File: src/inc/crdbk_pkg.sv
/*
  Shared constants of the conversion-data readback path: command opcodes,
  data-sequence layout, status byte bit positions and timing figures.
  Assumes a 200 MHz system clock; no register bus reaches this block.
*/
package crdbk_pkg;

  // Read command opcodes, two codes per converter
  localparam logic [7:0] OP_READ_MAIN_A = 8'h12;
  localparam logic [7:0] OP_READ_MAIN_B = 8'h13;
  localparam logic [7:0] OP_READ_AUX_A  = 8'h14;
  localparam logic [7:0] OP_READ_AUX_B  = 8'h15;

  // Sequence layout
  localparam logic [7:0] PAD_BYTE       = 8'h00;
  localparam logic [7:0] CHECK_OFFSET   = 8'h9B;
  localparam logic [2:0] DATA_BYTES     = 3'h4;
  localparam logic [2:0] LAST_BIT       = 3'h7;

  // Status byte bit positions
  localparam int ST_AUX_NEW  = 7;
  localparam int ST_MAIN_NEW = 6;
  localparam int ST_EXT_CLK  = 5;
  localparam int ST_ALARM_HI = 4;
  localparam int ST_ALARM_LO = 1;
  localparam int ST_RESET    = 0;

  // Configuration register holding the status enable, and its bit
  localparam logic [7:0] CFG_INTERFACE_ADDR = 8'h02;
  localparam int         CFG_STATUS_EN_BIT  = 2;

  // Host must finish direct readback this many master-clock cycles early
  localparam int READ_GUARD_CLK = 16;

  // Check byte modes
  localparam logic [1:0] CHK_OFF = 2'h0;

  // Transfer state
  typedef enum logic [0:0] {
    ST_DIRECT,
    ST_CMD_READ
  } crdbk_state_e;

endpackage : crdbk_pkg

File: src/design/crdbk_sync.sv
/*
  Two-flop synchroniser for a bundle of independent level inputs.
  Assumes each bit is a slow level or a link clock well below clk.
*/
`timescale 1ns/1ps
module crdbk_sync #(
  parameter int       WIDTH = 1,
  parameter bit [0:0] INIT  = 1'b0
) (
  input  wire logic             clk,
  input  wire logic             nrst,
  input  wire logic [WIDTH-1:0] async,
  output logic      [WIDTH-1:0] synced
);

  logic [WIDTH-1:0] stage1;

  // First stage feeds only the second
  always_ff @(posedge clk or negedge nrst) begin
    if (!nrst) begin
      stage1 <= {WIDTH{INIT}};
      synced <= {WIDTH{INIT}};
    end else begin
      stage1 <= async;
      synced <= stage1;
    end
  end

endmodule : crdbk_sync

File: src/design/crdbk_readback.sv
/*
  Serial readback of main (32-bit) and auxiliary (24-bit) conversion results:
  direct readback from the output shift register and readback by command
  from the holding registers, with optional status and check bytes.
  Assumes the serial pins are asynchronous to clk and much slower than it;
  converter results, alarms and config levels come from clk-domain logic.
*/
// Behaviour
// - Direct readback streams shift register, no opcode
// - Commands decoded during readback; idle input low
// - New result during access goes holding only
// - Restarting config write clears holding register
// - Main sequence is four to six bytes
// - Extra clocks repeat sequence from first byte
// - Ready high on first fall in continuous mode, else on conversion start
// - Output pin goes low with data ready while not transmitting
// - Read command returns holding register unless a command read is running
// - New-data flags one if new, else zero
// - Auxiliary results only through read commands
// - Data MSB at first rise after command
// - Aux block: status, three bytes, pad, check
// - Other commands ignored until read completes
// - Opcodes 12h/13h main, 14h/15h auxiliary
// - Disabled status byte omitted, rest shifted forward
// - Status byte leads only when enabled
// - Status bit 5 shows external clock
// - Status bits 4..1 carry alarms
// - Status bit 0 mirrors reset flag
// - Input on falling, output on rising edges
// - Chip select high resets the interface
// - Main result sent MSB first, 32 bits
// - Check byte is byte sum plus 9Bh
`timescale 1ns/1ps
module crdbk_readback
  import crdbk_pkg::*;
#(
  parameter int MAIN_W = 32,
  parameter int AUX_W  = 24
) (
  input  wire logic              clk,
  input  wire logic              nrst,
  input  wire logic              sclkPin,
  input  wire logic              csPin_n,
  input  wire logic              dinPin,
  input  wire logic [MAIN_W-1:0] mainResult,
  input  wire logic              mainValid,
  input  wire logic [AUX_W-1:0]  auxResult,
  input  wire logic              auxValid,
  input  wire logic              convStart,
  input  wire logic              convRestart,
  input  wire logic              contMode,
  input  wire logic              regAccessBusy,
  input  wire logic              statusByteEnable,
  input  wire logic [1:0]        checkMode,
  input  wire logic              extClockFlag,
  input  wire logic [3:0]        alarms,
  input  wire logic              resetFlag,
  output logic                   dataReady_n,
  output logic                   doutReadyPin,
  output logic                   doutEnable_n,
  output logic                   cmdStrobe,
  output logic [7:0]             cmdCode
);

  logic [2:0]        pinSync;
  logic              sclkPrev;
  logic [2:0]        rxCnt;
  logic [6:0]        rxShift;
  crdbk_state_e      state;
  crdbk_state_e      next_state;
  logic              txActive;
  logic              next_txActive;
  logic [2:0]        bitIdx;
  logic [2:0]        next_bitIdx;
  logic [2:0]        byteIdx;
  logic [2:0]        next_byteIdx;
  logic [31:0]       seqData;
  logic [31:0]       next_seqData;
  logic [7:0]        seqStatus;
  logic [7:0]        next_seqStatus;
  logic [MAIN_W-1:0] mainShift;
  logic [MAIN_W-1:0] mainHold;
  logic [AUX_W-1:0]  auxHold;
  logic              mainNew;
  logic              auxNew;
  logic              next_dataReady_n;
  logic              clearMain;
  logic              clearAux;

  // Byte of the sequence at a given index; status byte optional up front
  function automatic logic [7:0] seq_byte(input logic [2:0]  idx,
                                          input logic        stEn,
                                          input logic [7:0]  st,
                                          input logic [31:0] d);
    logic [2:0] pos;
    logic [7:0] sum;
    pos = stEn ? idx : idx + 3'h1;
    sum = d[31:24] + d[23:16] + d[15:8] + d[7:0] + CHECK_OFFSET;
    case (pos)
      3'h0:    seq_byte = st;
      3'h1:    seq_byte = d[31:24];
      3'h2:    seq_byte = d[23:16];
      3'h3:    seq_byte = d[15:8];
      3'h4:    seq_byte = d[7:0];
      default: seq_byte = sum;
    endcase
  endfunction : seq_byte

  // Pins cross into clk before anything reads them
  crdbk_sync #(.WIDTH(3), .INIT(1'b0)) crdbk_sync_i (
    .clk    (clk),
    .nrst   (nrst),
    .async  ({~csPin_n, sclkPin, dinPin}),
    .synced (pinSync)
  );

  // Edge and decode wires
  wire        csActive  = pinSync[2];
  wire        sclkS     = pinSync[1];
  wire        dinS      = pinSync[0];
  wire        sclkRise  = csActive && sclkS && !sclkPrev;
  wire        sclkFall  = csActive && !sclkS && sclkPrev;
  wire        rxDone    = sclkFall && (rxCnt == LAST_BIT);
  wire [7:0]  rxByte    = {rxShift, dinS};
  wire        isMainCmd = (rxByte == OP_READ_MAIN_A) || (rxByte == OP_READ_MAIN_B);
  wire        isAuxCmd  = (rxByte == OP_READ_AUX_A) || (rxByte == OP_READ_AUX_B);
  wire        cmdOk     = rxDone && (state == ST_DIRECT);
  wire        startMain = cmdOk && isMainCmd;
  wire        startAux  = cmdOk && isAuxCmd;
  wire        execOther = cmdOk && !isMainCmd && !isAuxCmd;
  wire        chkEn     = (checkMode != CHK_OFF);
  wire [2:0]  seqLen    = DATA_BYTES + {2'h0, statusByteEnable} + {2'h0, chkEn};
  wire        lastByte  = (byteIdx == seqLen - 3'h1);
  wire        xferBusy  = txActive || (state == ST_CMD_READ) || regAccessBusy;
  wire [7:0]  statusNow = {auxNew, mainNew, extClockFlag, alarms, resetFlag};
  wire        directGo  = sclkRise && !txActive && (state == ST_DIRECT);
  wire [7:0]  outByte   = seq_byte(next_byteIdx, statusByteEnable, next_seqStatus,
                                   next_seqData);

  // Transmit sequencing; output bits advance on rising edges only
  always_comb begin
    next_state     = state;
    next_txActive  = txActive;
    next_bitIdx    = bitIdx;
    next_byteIdx   = byteIdx;
    next_seqData   = seqData;
    next_seqStatus = seqStatus;
    clearMain      = 1'b0;
    clearAux       = 1'b0;
    if (!csActive) begin
      next_state    = ST_DIRECT;
      next_txActive = 1'b0;
    end else if (startMain || startAux) begin
      next_state     = ST_CMD_READ;
      next_txActive  = 1'b0;
      next_seqStatus = statusNow;
      next_seqData   = startAux ? {auxHold, PAD_BYTE} : mainHold;
      clearMain      = startMain;
      clearAux       = startAux;
    end else if (directGo) begin
      next_txActive  = 1'b1;
      next_bitIdx    = 3'h0;
      next_byteIdx   = 3'h0;
      next_seqStatus = statusNow;
      next_seqData   = mainShift;
      clearMain      = 1'b1;
    end else if (sclkRise && !txActive) begin
      next_txActive = 1'b1;
      next_bitIdx   = 3'h0;
      next_byteIdx  = 3'h0;
    end else if (sclkRise) begin
      next_bitIdx = bitIdx + 3'h1;
      if (bitIdx == LAST_BIT) begin
        next_byteIdx = lastByte ? 3'h0 : byteIdx + 3'h1;
        if (lastByte) begin
          next_state = ST_DIRECT;
        end
      end
    end
  end

  // Data ready: low on a fresh main result
  always_comb begin
    next_dataReady_n = dataReady_n;
    if (mainValid) begin
      next_dataReady_n = 1'b0;
    end else if (contMode && sclkFall) begin
      next_dataReady_n = 1'b1;
    end else if (!contMode && convStart) begin
      next_dataReady_n = 1'b1;
    end
  end

  // Serial front end
  always_ff @(posedge clk or negedge nrst) begin
    if (!nrst) begin
      sclkPrev <= 1'b0;
      rxCnt    <= 3'h0;
      rxShift  <= 7'h00;
    end else begin
      sclkPrev <= sclkS;
      if (!csActive) begin
        rxCnt <= 3'h0;
      end else if (sclkFall) begin
        rxCnt   <= rxCnt + 3'h1;
        rxShift <= rxByte[6:0];
      end
    end
  end

  // Transmit registers
  always_ff @(posedge clk or negedge nrst) begin
    if (!nrst) begin
      state     <= ST_DIRECT;
      txActive  <= 1'b0;
      bitIdx    <= 3'h0;
      byteIdx   <= 3'h0;
      seqData   <= 32'h0000_0000;
      seqStatus <= 8'h00;
    end else begin
      state     <= next_state;
      txActive  <= next_txActive;
      bitIdx    <= next_bitIdx;
      byteIdx   <= next_byteIdx;
      seqData   <= next_seqData;
      seqStatus <= next_seqStatus;
    end
  end

  // Result storage; shift register frozen while any access runs
  always_ff @(posedge clk or negedge nrst) begin
    if (!nrst) begin
      mainShift <= '0;
      mainHold  <= '0;
      auxHold   <= '0;
    end else begin
      if (mainValid) begin
        mainHold <= mainResult;
      end else if (convRestart) begin
        mainHold <= '0;
      end
      if (mainValid && !xferBusy) begin
        mainShift <= mainResult;
      end
      if (auxValid) begin
        auxHold <= auxResult;
      end
    end
  end

  // New-data flags: a fresh result wins over a same-cycle clear
  always_ff @(posedge clk or negedge nrst) begin
    if (!nrst) begin
      mainNew <= 1'b0;
      auxNew  <= 1'b0;
    end else begin
      mainNew <= mainValid || (mainNew && !clearMain && !convRestart);
      auxNew  <= auxValid || (auxNew && !clearAux);
    end
  end

  // Pin outputs; while not transmitting the pin takes the next ready value, so they move together
  always_ff @(posedge clk or negedge nrst) begin
    if (!nrst) begin
      dataReady_n  <= 1'b1;
      doutReadyPin <= 1'b1;
      doutEnable_n <= 1'b1;
      cmdStrobe    <= 1'b0;
      cmdCode      <= 8'h00;
    end else begin
      dataReady_n  <= next_dataReady_n;
      doutReadyPin <= next_txActive ? outByte[LAST_BIT - next_bitIdx] : next_dataReady_n;
      doutEnable_n <= !csActive;
      cmdStrobe    <= execOther;
      if (execOther) begin
        cmdCode <= rxByte;
      end
    end
  end
endmodule : crdbk_readback

File: config.mk
export PLATFORM = sky130hd
export DESIGN_NAME = crdbk_readback
export DESIGN_NICKNAME = d
export VERILOG_FILES = /design/src/inc/crdbk_pkg.sv /design/src/design/crdbk_sync.sv /design/src/design/crdbk_readback.sv
export SDC_FILE = /design/constraint.sdc
export NUM_CORES = 1
export LEC_CHECK = 0
export BUFFER_PORTS_ARGS = -buffer_cell sky130_fd_sc_hd__buf_2
export CAP_MARGIN = 20
export CORE_ASPECT_RATIO = 0.9
export CORE_MARGIN = 2
export CORE_UTILIZATION = 35
export CTS_CLUSTER_DIAMETER = 150
export DETAILED_ROUTE_END_ITERATION = 6
export PLACE_DENSITY_LB_ADDON = 0.3
export SLEW_MARGIN = 30
export SYNTH_ARGS = -nofsm -noshare
export SYNTH_HDL_FRONTEND = slang
export SYNTH_SLANG_ARGS = --single-unit
File: constraint.sdc
create_clock -name clk -period 8.5 [get_ports clk]
set_input_delay 0 -clock clk [delete_from_list [all_inputs] [get_ports clk]]
set_output_delay 0 -clock clk [all_outputs]
set_load 0.01 [all_outputs]
# ---- After elaboration in Yosys (flattened, before gate mapping)
# Index checks and enable logic that the tools add are counted.
dict set report classes {
  magnitude_cmp 1
  n_reduce_logical 41
  add_sub_neg 12
  mux 47
  n_eq_ne 17
  n_bitwise 2
}
# op count
set op_table {}
lappend op_table {{32-bit two-way mux} 6}
lappend op_table {{3-bit two-way mux} 15}
lappend op_table {{8-bit one-hot mux with 5 select lines} 1}
lappend op_table {{8-bit by 5-bit equality test with 1-bit output, second input constant} 4}
lappend op_table {{8-bit adder} 3}
lappend op_table {{8-bit two-way mux} 3}
lappend op_table {{1-bit two-way mux} 21}
lappend op_table {{1-bit logical AND} 18}
lappend op_table {{3-bit != test, second input constant} 5}
lappend op_table {{3-bit by 1-bit adder with 3-bit output, second input constant} 4}
lappend op_table {{1-bit logical NOT} 11}
lappend op_table {{3-bit equality test, second input constant} 3}
lappend op_table {{8-bit adder, second input constant} 1}
lappend op_table {{1-bit logical OR} 7}
lappend op_table {{3-bit by 2-bit equality test with 1-bit output, second input constant} 2}
lappend op_table {{5-bit AND reduction} 1}
lappend op_table {{3-bit by 4-bit < comparator with 1-bit output, second input constant} 1}
lappend op_table {{2-bit nonzero test} 2}
lappend op_table {{3-bit by 1-bit adder with 3-bit output} 1}
lappend op_table {{3-bit by 1-bit adder with 3-bit output, first input constant} 1}
lappend op_table {{1-bit binary-select mux with 3-bit select} 1}
lappend op_table {{3-bit by 1-bit equality test with 1-bit output, second input constant} 1}
lappend op_table {{3-bit equality test} 1}
lappend op_table {{3-bit logical NOT} 1}
lappend op_table {{other kinds (5)} 6}
dict set report totals {
  inputBits 76
  regBits 167
  out_inout_bits 12
}

# ---- Depth between registers and ports, before layout
# Gate-level depths: netlist of run 1.
dict set report logic_depth {
  word_depth 18
  depth_mapped 26
  ltp_nobuf 24
}

# ---- By module
# Synthesis of run 1 repeated with hierarchy kept, for this count alone.
dict set report unflattened {
  hier_cells 766
  area_unflattened_um2 8329.2
}
# mod cells_each n_inst area_per_inst_um2 seq_area_each_um2
set modules_own_cells {}
lappend modules_own_cells {crdbk_readback 760 1 8179.1 4032.6}
lappend modules_own_cells {crdbk_sync 6 1 150.1 150.1}

# ---- Worst setup path before layout of run 1
# Ideal clock, no wire load.
dict set report synth_timing {
  path_type {register to register}
  startpoint {reg sclkPrev}
  endpoint {reg doutReadyPin}
  stages_incl_launch_ff 24
  required_time_ns 8.404
  slack_ns 3.347
  arrival_ns 5.057
  setup_time_ns 0.096
  path_cell_list {dfrtp_1 nand3b_4 or3_1 buf_6 o21a_1 buf_6 buf_2 buf_2 a21oi_1 ha_1 fa_1 fa_1 inv_1 ha_1 fa_1 a21o_1 a21oi_1 o21bai_1 a21oi_1 xnor2_1 xnor3_1 nor2_1 o211a_1 o32ai_1}
}
dict set report synth_between {
  elab_chain_cells 15
}
# element line_no
set synth_rtl {}
lappend synth_rtl {{start: declaration} crdbk_readback.sv:66} ;# logic sclkPrev;
lappend synth_rtl {{start signal: assignment} crdbk_readback.sv:201} ;# sclkPrev <= sclkS;
lappend synth_rtl {{1-bit logical NOT / 1-bit logical AND (equally long branches)} {crdbk_readback.sv:121, crdbk_readback.sv:122}}
lappend synth_rtl {{1-bit logical AND (on tied branches)} {crdbk_readback.sv:121, crdbk_readback.sv:123}}
lappend synth_rtl {{1-bit logical AND (on tied branches)} {crdbk_readback.sv:136, crdbk_readback.sv:167, crdbk_readback.sv:127}}
lappend synth_rtl {{1-bit logical AND (on tied branches)} {crdbk_readback.sv:136, crdbk_readback.sv:128, crdbk_readback.sv:129}}
lappend synth_rtl {{32-bit two-way mux, or another cell as far along} crdbk_readback.sv:160} ;# end else if (directGo) begin
lappend synth_rtl {{32-bit two-way mux} crdbk_readback.sv:153} ;# end else if (startMain || startAux) begin
lappend synth_rtl {{32-bit two-way mux} crdbk_readback.sv:150} ;# if (!csActive) begin
lappend synth_rtl {{8-bit adder (4 in series)} crdbk_readback.sv:98} ;# sum = d[31:24] + d[23:16] + d[15:8] + d[7:0] + CHECK_OFFSET;
lappend synth_rtl {{8-bit one-hot mux with 5 select lines} crdbk_readback.sv:99} ;# case (pos)
lappend synth_rtl {{1-bit binary-select mux with 3-bit select} crdbk_readback.sv:272} ;# doutReadyPin <= next_txActive ? outByte[LAST_BIT - next_bitIdx] : next_dataReady_n;
lappend synth_rtl {{1-bit two-way mux (not written as such)} crdbk_readback.sv:272}
lappend synth_rtl {{1-bit two-way mux (*)} crdbk_readback.sv:272}
lappend synth_rtl {{end signal: assignment} crdbk_readback.sv:272}
lappend synth_rtl {{end: declaration} crdbk_readback.sv:59} ;# output logic doutReadyPin,
# Every way passes the cells marked *; elsewhere a longest branch is shown, timed or not. The select of a mux whose other input is x is not followed.
# A chain may end at the register's enable or synchronous reset.

# ---- Final worst setup path of run 1
dict set report layout_timing {
  startpoint {reg crdbk_sync_i.synced[2]}
  endpoint {reg doutReadyPin}
}
# element line_no
set layout_lines {}
lappend layout_lines {{start: declaration} crdbk_sync.sv:13} ;# output logic [WIDTH-1:0] synced
lappend layout_lines {{start signal: assignment} crdbk_sync.sv:22} ;# synced <= {WIDTH{INIT}};
lappend layout_lines {{start signal: assignment} crdbk_sync.sv:25} ;# synced <= stage1;
lappend layout_lines {{1-bit logical AND (2 in series)} crdbk_readback.sv:122} ;# wire sclkFall = csActive && !sclkS && sclkPrev;
lappend layout_lines {{1-bit logical AND} crdbk_readback.sv:123} ;# wire rxDone = sclkFall && (rxCnt == LAST_BIT);
lappend layout_lines {{1-bit logical AND} crdbk_readback.sv:127} ;# wire cmdOk = rxDone && (state == ST_DIRECT);
lappend layout_lines {{1-bit logical AND (on tied branches)} {crdbk_readback.sv:129, crdbk_readback.sv:128}}
lappend layout_lines {{32-bit two-way mux / 1-bit logical OR (equally long branches)} {crdbk_readback.sv:157, crdbk_readback.sv:153}}
lappend layout_lines {{32-bit two-way mux} crdbk_readback.sv:153}
lappend layout_lines {{32-bit two-way mux (*)} crdbk_readback.sv:150}
lappend layout_lines {{net next_seqData[0]} crdbk_readback.sv:78} ;# logic [31:0] next_seqData;
lappend layout_lines {{8-bit adder (2 in series)} crdbk_readback.sv:98}
lappend layout_lines {{8-bit one-hot mux with 5 select lines (*)} crdbk_readback.sv:99}
lappend layout_lines {{1-bit binary-select mux with 3-bit select (*)} crdbk_readback.sv:272}
lappend layout_lines {{1-bit two-way mux (not written as such) (*)} crdbk_readback.sv:272}
lappend layout_lines {{1-bit two-way mux (*)} crdbk_readback.sv:272}
# The timed path passes the listed nets; every way through them passes the cells marked *. The select of a mux whose other input is x is not followed.

==> out/qor.yml, run 1 <==
grt_pass1_wl_mm: 34.4
syn-num-nets: 879
cp_data_arrival_time_ps: 5930
grt_pass1_vias: 6227
rsz0062_at_grt: "false"
reg2regPathDepth: 20
worst_hold_path_type: "input port to async pin"
ys_types: 66
synth_compound_area_share_pct: 14.3
ys_warn_count: 0
synth_edf_count: 0
critical_path_class: "register to register"
reg2reg_slack_ps: 2900
nNetsFinal: 1025
worstPathRequired_ps: 8830
max_cap_violations: 0
synth.largest_area_cell: "dfrtp_1"
grt_overflow: 0
chipWidth_um: 166
design.die.area_um2: 25000
clock-sinks: 167
die_h_um: 150
first_iter_violations: 507
coreArea_um2: 23300
synth_ff_type: "dfrtp_1"
yosysSeqAreaShare_pct: 50.3
clk_pin_slew_ps: 70
r2r_start: "crdbk_sync_i.synced[2]$_DFF_PN0_"
synth_top_area_share_pct: 49.3
synthToLayoutAreaGrowth_pct: 24.9
synth_cells: 768
start_kind: "register"
synth_area_per_cell_um2: 10.8
slew_viol_final: 0
cts_buffer_depth: 2
finalCoreUtilization_pct: 44.5
ys_seq_elements: 167
crit_start: "crdbk_sync_i.synced[2]$_DFF_PN0_"
slew-limit-headroom_pct: 53.7
final_antenna_net_count: 0
insertion_delay_ps: 430
grt_usage_pct: 17.6
worstMarginPinSlew_ps: 691
drive_gt1_share_pct: 23.3
syn_area_um2: 8320
synth-xor-area-share_pct: 1.64
tns_ps: 0
place_hpwl_mm: 14.4
cts.root.buffer_cell: "clkbuf_16"
dr.pass1.iters: 5
synth_fa_ha_area_share_pct: 6.44
endpoint_kind: "register"
hold_ws_ps: 69.9
skew_ps: 10.8
cts_tree: "built"
fillerInstances: 2229
timing.fmax_mhz: 179
yosys-top-cells-area: "dfrtp_1 49%, mux2_2 8.5%, nand2_1 5.1%, ha_1 3.3%, fa_1 3.1%"
wirelength_mm: 21.0
initial_utilization_pct: 35.6
r2r-end: "doutReadyPin$_DFF_PN1_"
cp_max_fo: 12
dr_total_vias: 6237
finalCriticalPeriod_ps: 5600
final_cell_mix: "164 x dfrtp_1, 112 x nand2_1, 86 x buf_2, 68 x dlygate4sd3_1, 63 x mux2_2"
status: "completed"
synth_simple_gate_area_share_pct: 13.7
avgRoutedWirePerCell_um: 17.1
async_flop_share_pct: 100
place_congestion: 0.880
drc: 0
cts_max_level: 4
leakage_nw: 4.79
post-route-period-util_pct: 65.9
boundaryPins: 88
cts_buffers: 17
irDropWorstVdd_uv: 154
seqCellArea_um2: 4180
final_common_cell: "dfrtp_1"
hold_viol: 0
port_buffers: 87
grt_max_degree: 94
avgViaCountPerCell: 5.07
n_antenna_cell: 0
synth_mux_area_share_pct: 9.49
power_density_nw_per_um2: 252
antenna_found_initial: 0
rows: 53
synth_top_family_by_area: "compound AO/OA/AOI/OAI gates"
multi_input_area_um2: 3810
setup_viol: 0
==> metrics by stage <==
stage | cells | setup WS [ps] | area [um^2] | total power, mW
detailed placement | 1128 | 2610 | 9050 | 1.78
global placement | 1128 | 2720 | 9050 | 1.77
CTS | 1228 | 2590 | 10400 | 2.63
finish | 1229 | 2900 | 10400 | 2.62
global route | 1229 | 2470 | 10400 | 2.80
floorplan | 768 | 3350 | 8320 | 1.57
==> registers in the layout, indices dropped and copies added (netlist names), 3 cells and up <==
signal               flops
auxHold                 24
crdbk_sync_i.stage1      3
bitIdx                   3
seqData                 32
cmdCode                  8
seqStatus                8
rxCnt                    3
crdbk_sync_i.synced      3
mainShift               32
rxShift                  7
byteIdx                  3
mainHold                32
==> worst max-delay path: stages (launching register included) <==
cell	delay, ps
dfrtp_1	580
and3b_1	460
nand2_1	210
o21ai_2	560
o221a_2	340
inv_1	50
ha_1	190
fa_1	460
fa_1	510
inv_1	40
ha_1	230
fa_1	410
a21o_1	190
a21oi_1	200
o21bai_1	90
a21oi_1	170
xnor2_1	140
xnor3_1	160
nor2_1	50
o211a_1	230
o32ai_1	220
==> final cells by class <==
class / count / share of cell area (%)
clock inverters: 13 / 1.72
repair buffers: 169 / 12.0
clock buffers: 19 / 4.26
flip-flops and latches: 167 / 40.3
multi-input cells: 520 / 36.6
well taps: 302 / 3.64
inverters: 39 / 1.41
==> cell usage after synthesis (all sizes together), types with 4 or more instances <==
master,instances
nand3,9
inv,39
a21oi,15
o21a,4
o211ai,6
fa,13
or3,4
mux2i,8
a21o,4
buf,19
nor2,42
and3,5
o211a,4
a221oi,4
dfrtp,164
xnor2,10
a221o,22
o21ai,43
nand2,112
nor2b,6
nor3,6
o221a,5
ha,22
mux2,63
clkbuf,23
nand2b,38
a22oi,21
==> kinds of logic after synthesis <==
kind of cell,Yosys count
mux,71
xor+xnor,14
buf+inv,81
flops,167
fa+ha+maj,35
compound gates,162
simple gates,238
==> timing repair <==
item | in CTS | in global routing
hold buffers | 68 | 0
buffers inserted | 0 | 0
gates resized for setup | 0 | 0
endpoints found under the hold margin | 187 | 0
==> how the worst max path moves through the flow <==
stage	endpoint	slack, ps	cells past startpoint
3_5_place_dp	doutReadyPin$_DFF_PN1_	2610	20
4_1_cts	doutReadyPin$_DFF_PN1_	2590	20
5_1_grt	doutReadyPin$_DFF_PN1_	2470	20
6_report	doutReadyPin$_DFF_PN1_	2900	20
2_1_floorplan	doutReadyPin$_DFF_PN1_	3350	23
3_3_place_gp	doutReadyPin$_DFF_PN1_	2720	20
==> power by group <==
group | internal, mW | switching (mW) | leakage, nW | total (mW)
sequential | 0.899 | 0.0595 | 2.05 | 0.958
combinational | 0.401 | 0.436 | 2.43 | 0.837
clock | 0.479 | 0.344 | 0.302 | 0.823
total | 1.78 | 0.839 | 4.79 | 2.62
==> metal layers <==
layer	share of wire [%]	GRT usage, %	vias up
met4	1.4	4.35	0
met5	0	0	-
met3	4.1	3.63	19
met2	44	26.5	145
met1	51	26.0	3067
li1	-	-	3006
(Power assumes the default switching activity.)
==> inputs of run 2 (changes only) <==
--- a/config.mk
+++ b/config.mk
@@ -5,6 +5,7 @@
 export SDC_FILE = /design/constraint.sdc
 export NUM_CORES = 1
 export LEC_CHECK = 0
+export ABC_AREA = 1
 export BUFFER_PORTS_ARGS = -buffer_cell sky130_fd_sc_hd__buf_2
 export CAP_MARGIN = 20
 export CORE_ASPECT_RATIO = 0.9
==> constraint.sdc (replaced) <==
create_clock -name clk -period 4.5 [get_ports clk]
set_input_delay 0 -clock clk [delete_from_list [all_inputs] [get_ports clk]]
set_output_delay 0 -clock clk [all_outputs]
set_load 0.01 [all_outputs]
==> out/qor.yml, run 2 <==
synth_cells: 1039
crit_path_frequent_cell: "nand2_1"
cts_buffers: 17
rsz0062_at_grt: "true"
max_cap_violations: 0
ys_types: 39
endpoint_kind: "register"
multi_input_area_um2: 3640
place_congestion: 0.917
rows: 54
synth_area_per_cell_um2: 8.20
yosys-top-cells-area: "dfrtp_1 48%, nand2_1 14%, inv_1 7.8%, o21ai_0 4.8%, nand3_1 3.3%"
stdcell_count: 1599
avgRoutedWirePerCell_um: 15.2
die_h_um: 152
worstMarginPinSlew_ps: 832
async_flop_share_pct: 100
syn-num-nets: 1150
path_buf_inv: 8
synth_fa_ha_area_share_pct: 6.28
antenna_found_initial: 0
synth_compound_area_share_pct: 10.4
synth_simple_gate_area_share_pct: 21.9
n_antenna_cell: 0
grt_overflow: 0
cts.root.buffer_cell: "clkbuf_16"
seqCellArea_um2: 4180
power_density_nw_per_um2: 455
synth_mux_area_share_pct: 1.57
dr.pass1.iters: 4
failed_checks: "negative setup slack"
wirelength_mm: 24.3
synth.most_common_cell: "nand2_1"
dr_total_vias: 7477
place_hpwl_mm: 17.7
status: "finished, violations left"
grt_usage_pct: 19.8
grt_max_degree: 88
final_cell_mix: "314 x nand2_1, 175 x inv_1, 164 x dfrtp_1, 91 x buf_4, 86 x buf_2"
critPathTopFamily: "adder cells"
cts_tree: "built"
drive_gt1_share_pct: 22.5
slew_viol_final: 0
synth_top_cells_by_count: "319 x nand2_1, 178 x inv_1, 164 x dfrtp_1"
port_buffers: 87
crit_slowest_cell: "fa_1"
leakage_nw: 6.09
initial_utilization_pct: 35.4
setup_ws_ps: -236
synth-xor-area-share_pct: 0.514
grt_pass1_vias: 7542
hold_viol: 0
cts_buffer_depth: 2
cp_data_arrival_time_ps: 5110
boundaryPins: 88
slew-limit-headroom_pct: 44.5
final_common_cell: "nand2_1"
synth.largest_area_cell: "dfrtp_1"
timing.fmax_mhz: 211
synth_top_area_share_pct: 48.2
finalCoreUtilization_pct: 47.6
cp_max_fo: 8
start_kind: "register"
place_inst: 1485
hold_ws_ps: 40.2
clk_pin_slew_ps: 70
coreArea_um2: 24100
final_antenna_net_count: 0
skew_ps: 11.5
chipWidth_um: 168
cpPeakStageDelay_ps: 510
syn_area_um2: 8520
largestRegisters: "mainHold (32), mainShift (32), seqData (32)"
clock-sinks: 167
critical_path_class: "register to register"
synthToLayoutAreaGrowth_pct: 34.4
fillerInstances: 2314
drc: 0
ys_warn_count: 0
synth_ff_type: "dfrtp_1"
ys_seq_elements: 167
worst_hold_path_type: "input port to register"
worstPathRequired_ps: 4870
avgViaCountPerCell: 4.68
setup_viol: 1
synth_edf_count: 0
place_ws_ps: -291
cts_max_level: 4
post-route-period-util_pct: 105
finalCriticalPeriod_ps: 4740
first_iter_violations: 418
irDropWorstVdd_uv: 232
design.die.area_um2: 25600
insertion_delay_ps: 430
synth_top_family_by_area: "simple AND/OR/NAND/NOR gates"
nNetsFinal: 1389
yosysSeqAreaShare_pct: 49.1
grt_pass1_wl_mm: 39.9
run 2: path summary, 6_finish.rpt:
kind / end / slack (ps) / start / cells after the start
worst min register to register: crdbk_sync_i.synced[0]$_DFF_PN0_ / 350 / crdbk_sync_i.stage1[0]$_DFF_PN0_ / 0
worst min-delay path: doutReadyPin$_DFF_PN1_ / 40 / convStart / 5
min in group asynchronous: mainShift[27]$_DFFE_PN0P_ / 200 / nrst / 2
worst max register to register: doutReadyPin$_DFF_PN1_ / -240 / rxShift[6]$_DFFE_PN0P_ / 36
max in group asynchronous: rxShift[2]$_DFFE_PN0P_ / 3160 / nrst / 3
worst max-delay path: doutReadyPin$_DFF_PN1_ / -240 / rxShift[6]$_DFFE_PN0P_ / 36
run 2: kinds of logic after synthesis:
kind of cell	Yosys count
AOI/OAI and AO/OA	159
buffers and inverters	219
DFF	167
muxes	12
and+or+nand+nor	442
xor gates and xnor gates	5
adders and majority gates	35
run 2: metrics by stage:
step	instance area, um^2	power [mW]	TNS [ps]
after CTS	11400	5.16	-143
after floorplan	8560	2.80	0
after global routing	11500	5.59	-545
final	11500	5.21	-236
after detailed placement	9880	3.46	-291
after global placement	9880	3.46	-215
run 2: tightest hold or removal path, delay by kind of cell:
kind	cells	cell delay, ps
AOI/OAI and AO/OA	2	250
and+or+nand+nor	2	110
buffers and inverters	1	100
run 2: repair_timing:
| item | CTS | global route |
|---|---|---|
| hold endpoints to repair | 185 | 0 |
| setup buffers | 7 | 5 |
| hold buffers | 70 | 0 |
| pin swaps | 17 | 24 |
| endpoints found under the setup margin | 1 | 1 |
| gates resized for setup | 24 | 16 |
run 2: where the power goes:
group	switching, mW	internal [mW]
Sequential	0.0836	1.68
Clock	0.630	0.913
Combinational	0.965	0.935
Total	1.68	3.53
run 2: layout make-up:
| cell class | count | share of cell area [%] |
|---|---|---|
| Tap cell | 308 | 3.36 |
| Clock buffer | 20 | 3.99 |
| Timing Repair Buffer | 255 | 16.9 |
| Sequential cell | 167 | 36.5 |
| Inverter | 184 | 6.07 |
| Clock inverter | 12 | 1.43 |
| Multi-Input combinational cell | 653 | 31.8 |
run 2: metal layers:
metal,routed length [um],vias to the layer above,track usage [%]
met5,0,-,0
met4,324,0,4.64
met3,948,22,3.05
met2,11200,171,31.5
met1,11800,3536,28.5
li1,-,3748,-
==> inputs of run 3 (changes only) <==
--- a/config.mk
+++ b/config.mk
@@ -11,6 +11,7 @@
 export CORE_ASPECT_RATIO = 0.9
 export CORE_MARGIN = 2
 export CORE_UTILIZATION = 35
+export CTS_BUF_LIST = sky130_fd_sc_hd__clkbuf_4 sky130_fd_sc_hd__clkbuf_8
 export CTS_CLUSTER_DIAMETER = 150
 export DETAILED_ROUTE_END_ITERATION = 6
 export PLACE_DENSITY_LB_ADDON = 0.3
==> constraint.sdc (replaced) <==
create_clock -name clk -period 4.6 [get_ports clk]
set_input_delay 0 -clock clk [delete_from_list [all_inputs] [get_ports clk]]
set_output_delay 0 -clock clk [all_outputs]
set_load 0.01 [all_outputs]
==> out/qor.yml, run 3 (synthesized netlist as in run 2, its figures left out) <==
reg2regPathDepth: 34
hold_viol: 0
status: "finished, violations left"
worst_hold_path_type: "input port to register"
wirelength_mm: 24.1
insertion_delay_ps: 470
worstMarginPinSlew_ps: 798
hold_ws_ps: 85.0
clock-sinks: 167
rows: 54
start_kind: "register"
pwr-share-clk_pct: 23.2
initial_utilization_pct: 35.4
post-route-period-util_pct: 100
port_buffers: 87
finalCriticalPeriod_ps: 4620
timing.fmax_mhz: 217
failed_checks: "negative setup slack"
dr.pass1.iters: 5
grt_max_degree: 102
place_hpwl_mm: 17.2
cts_buffer_depth: 2
synthToLayoutAreaGrowth_pct: 30.4
largestRegisters: "mainHold (32), mainShift (32), seqData (32)"
leakage_nw: 5.88
skew_ps: 16.7
crit_path_frequent_cell: "nand2_1"
first_iter_violations: 521
final_antenna_net_count: 0
cpPeakStageDelay_ps: 490
seq_power_share_pct: 37.2
n_antenna_cell: 0
grt_pass1_wl_mm: 38.7
grt_overflow: 0
avgViaCountPerCell: 4.77
drc: 0
cts_buffers: 17
cts_tree: "built"
cp_max_fo: 8
slew-limit-headroom_pct: 46.8
boundaryPins: 88
final_cell_mix: "313 x nand2_1, 174 x inv_1, 164 x dfrtp_1, 87 x buf_2, 78 x o21ai_0"
final_common_cell: "nand2_1"
slew_viol_final: 0
seqCellArea_um2: 4180
drive_gt1_share_pct: 21.7
p_int_mw: 3.01
power_density_nw_per_um2: 418
cp_data_arrival_time_ps: 5020
dr_total_vias: 7521
cts_max_level: 4
multi_input_area_um2: 3700
tns_ps: -16.0
endpoint_kind: "register"
comb_power_share_pct: 39.7
irDropWorstVdd_uv: 258
coreArea_um2: 24100
max_cap_violations: 0
switchingPower_mw: 1.64
chipWidth_um: 168
nNetsFinal: 1368
antenna_found_initial: 0
setup_viol: 1
rsz0062_at_grt: "true"
fillerInstances: 2388
avgRoutedWirePerCell_um: 15.3
worstPathRequired_ps: 5010
worstHoldPathCells: 3
clk_pin_slew_ps: 100
die_h_um: 152
p_sw_share_pct: 35.3
design.die.area_um2: 25600
critical_path_class: "register to register"
setup_ws_ps: -16.0
cts.root.buffer_cell: "clkbuf_8"
grt_pass1_vias: 7306
place_congestion: 0.947
grt_usage_pct: 19.3
crit_slowest_cell: "fa_1"
-- run 3: repair_timing --
action / in CTS / in global routing
gates resized for setup: 16 / 38
endpoints found under the setup margin: 1 / 1
setup buffers: 2 / 6
pin swaps: 5 / 31
hold buffers: 69 / 0
cloned: 0 / 2
hold endpoints to repair: 197 / 0
-- run 3: critical path, delay by kind of cell (launching register included) --
kind                     cells  cell delay (ps)
adder cells (fa/ha/maj)      7             2070
AND/OR/NAND/NOR             21             1630
flip-flops                   1              400
buffers and inverters        4              240
AO/OA/AOI/OAI                2              220
-- run 3: stage by stage --
step	cells	area [um^2]	util (%)	setup WS [ps]	total power, mW
floorplan	1039	8530	-	13.7	2.70
global placement	1467	9690	40.3	-75.7	3.32
detailed placement	1467	9690	40.3	-162	3.33
CTS	1570	10900	45.2	0.576	4.56
global route	1578	11100	46.2	-333	4.99
finish	1578	11100	46.2	-16.0	4.65
-- run 3: metal layers --
metal	global-route usage, %	vias to the layer above	part of all wire [%]
met4	5.25	0	2.1
met3	3.44	34	4.3
met2	30.5	183	45
li1	-	3698	-
met5	0	-	0
met1	27.4	3606	49
-- run 3: area by class of cell --
class | count | area share [%]
tap | 308 | 3.47
sequential | 167 | 37.6
multi-input combinational | 654 | 33.3
clock inverter | 13 | 1.20
clock buffer | 19 | 2.35
inverter | 184 | 6.26
timing repair buffer | 233 | 15.8
-- run 3: final timing paths --
path	from	endpoint	slack [ps]
max in group asynchronous	nrst	mainHold[10]$_DFFE_PN0P_	3410
worst max register to register	rxCnt[1]$_DFFE_PN0P_	doutReadyPin$_DFF_PN1_	-20
worst max-delay path	rxCnt[1]$_DFFE_PN0P_	doutReadyPin$_DFF_PN1_	-20
worst min-delay path	auxValid	auxHold[14]$_DFFE_PN0P_	90
min in group asynchronous	nrst	crdbk_sync_i.stage1[0]$_DFF_PN0_	170
worst min register to register	crdbk_sync_i.stage1[1]$_DFF_PN0_	crdbk_sync_i.synced[1]$_DFF_PN0_	370
-- run 3: power by group through the flow --
| stage | Combinational (mW) | Clock [mW] | Sequential, mW |
|---|---|---|---|
| after detailed placement | 1.58 | 0 | 1.75 |
| after floorplan | 0.973 | 0 | 1.73 |
| after global placement | 1.57 | 0 | 1.75 |
| after global routing | 2.08 | 1.16 | 1.75 |
| final | 1.84 | 1.08 | 1.73 |
| after CTS | 1.73 | 1.10 | 1.73 |
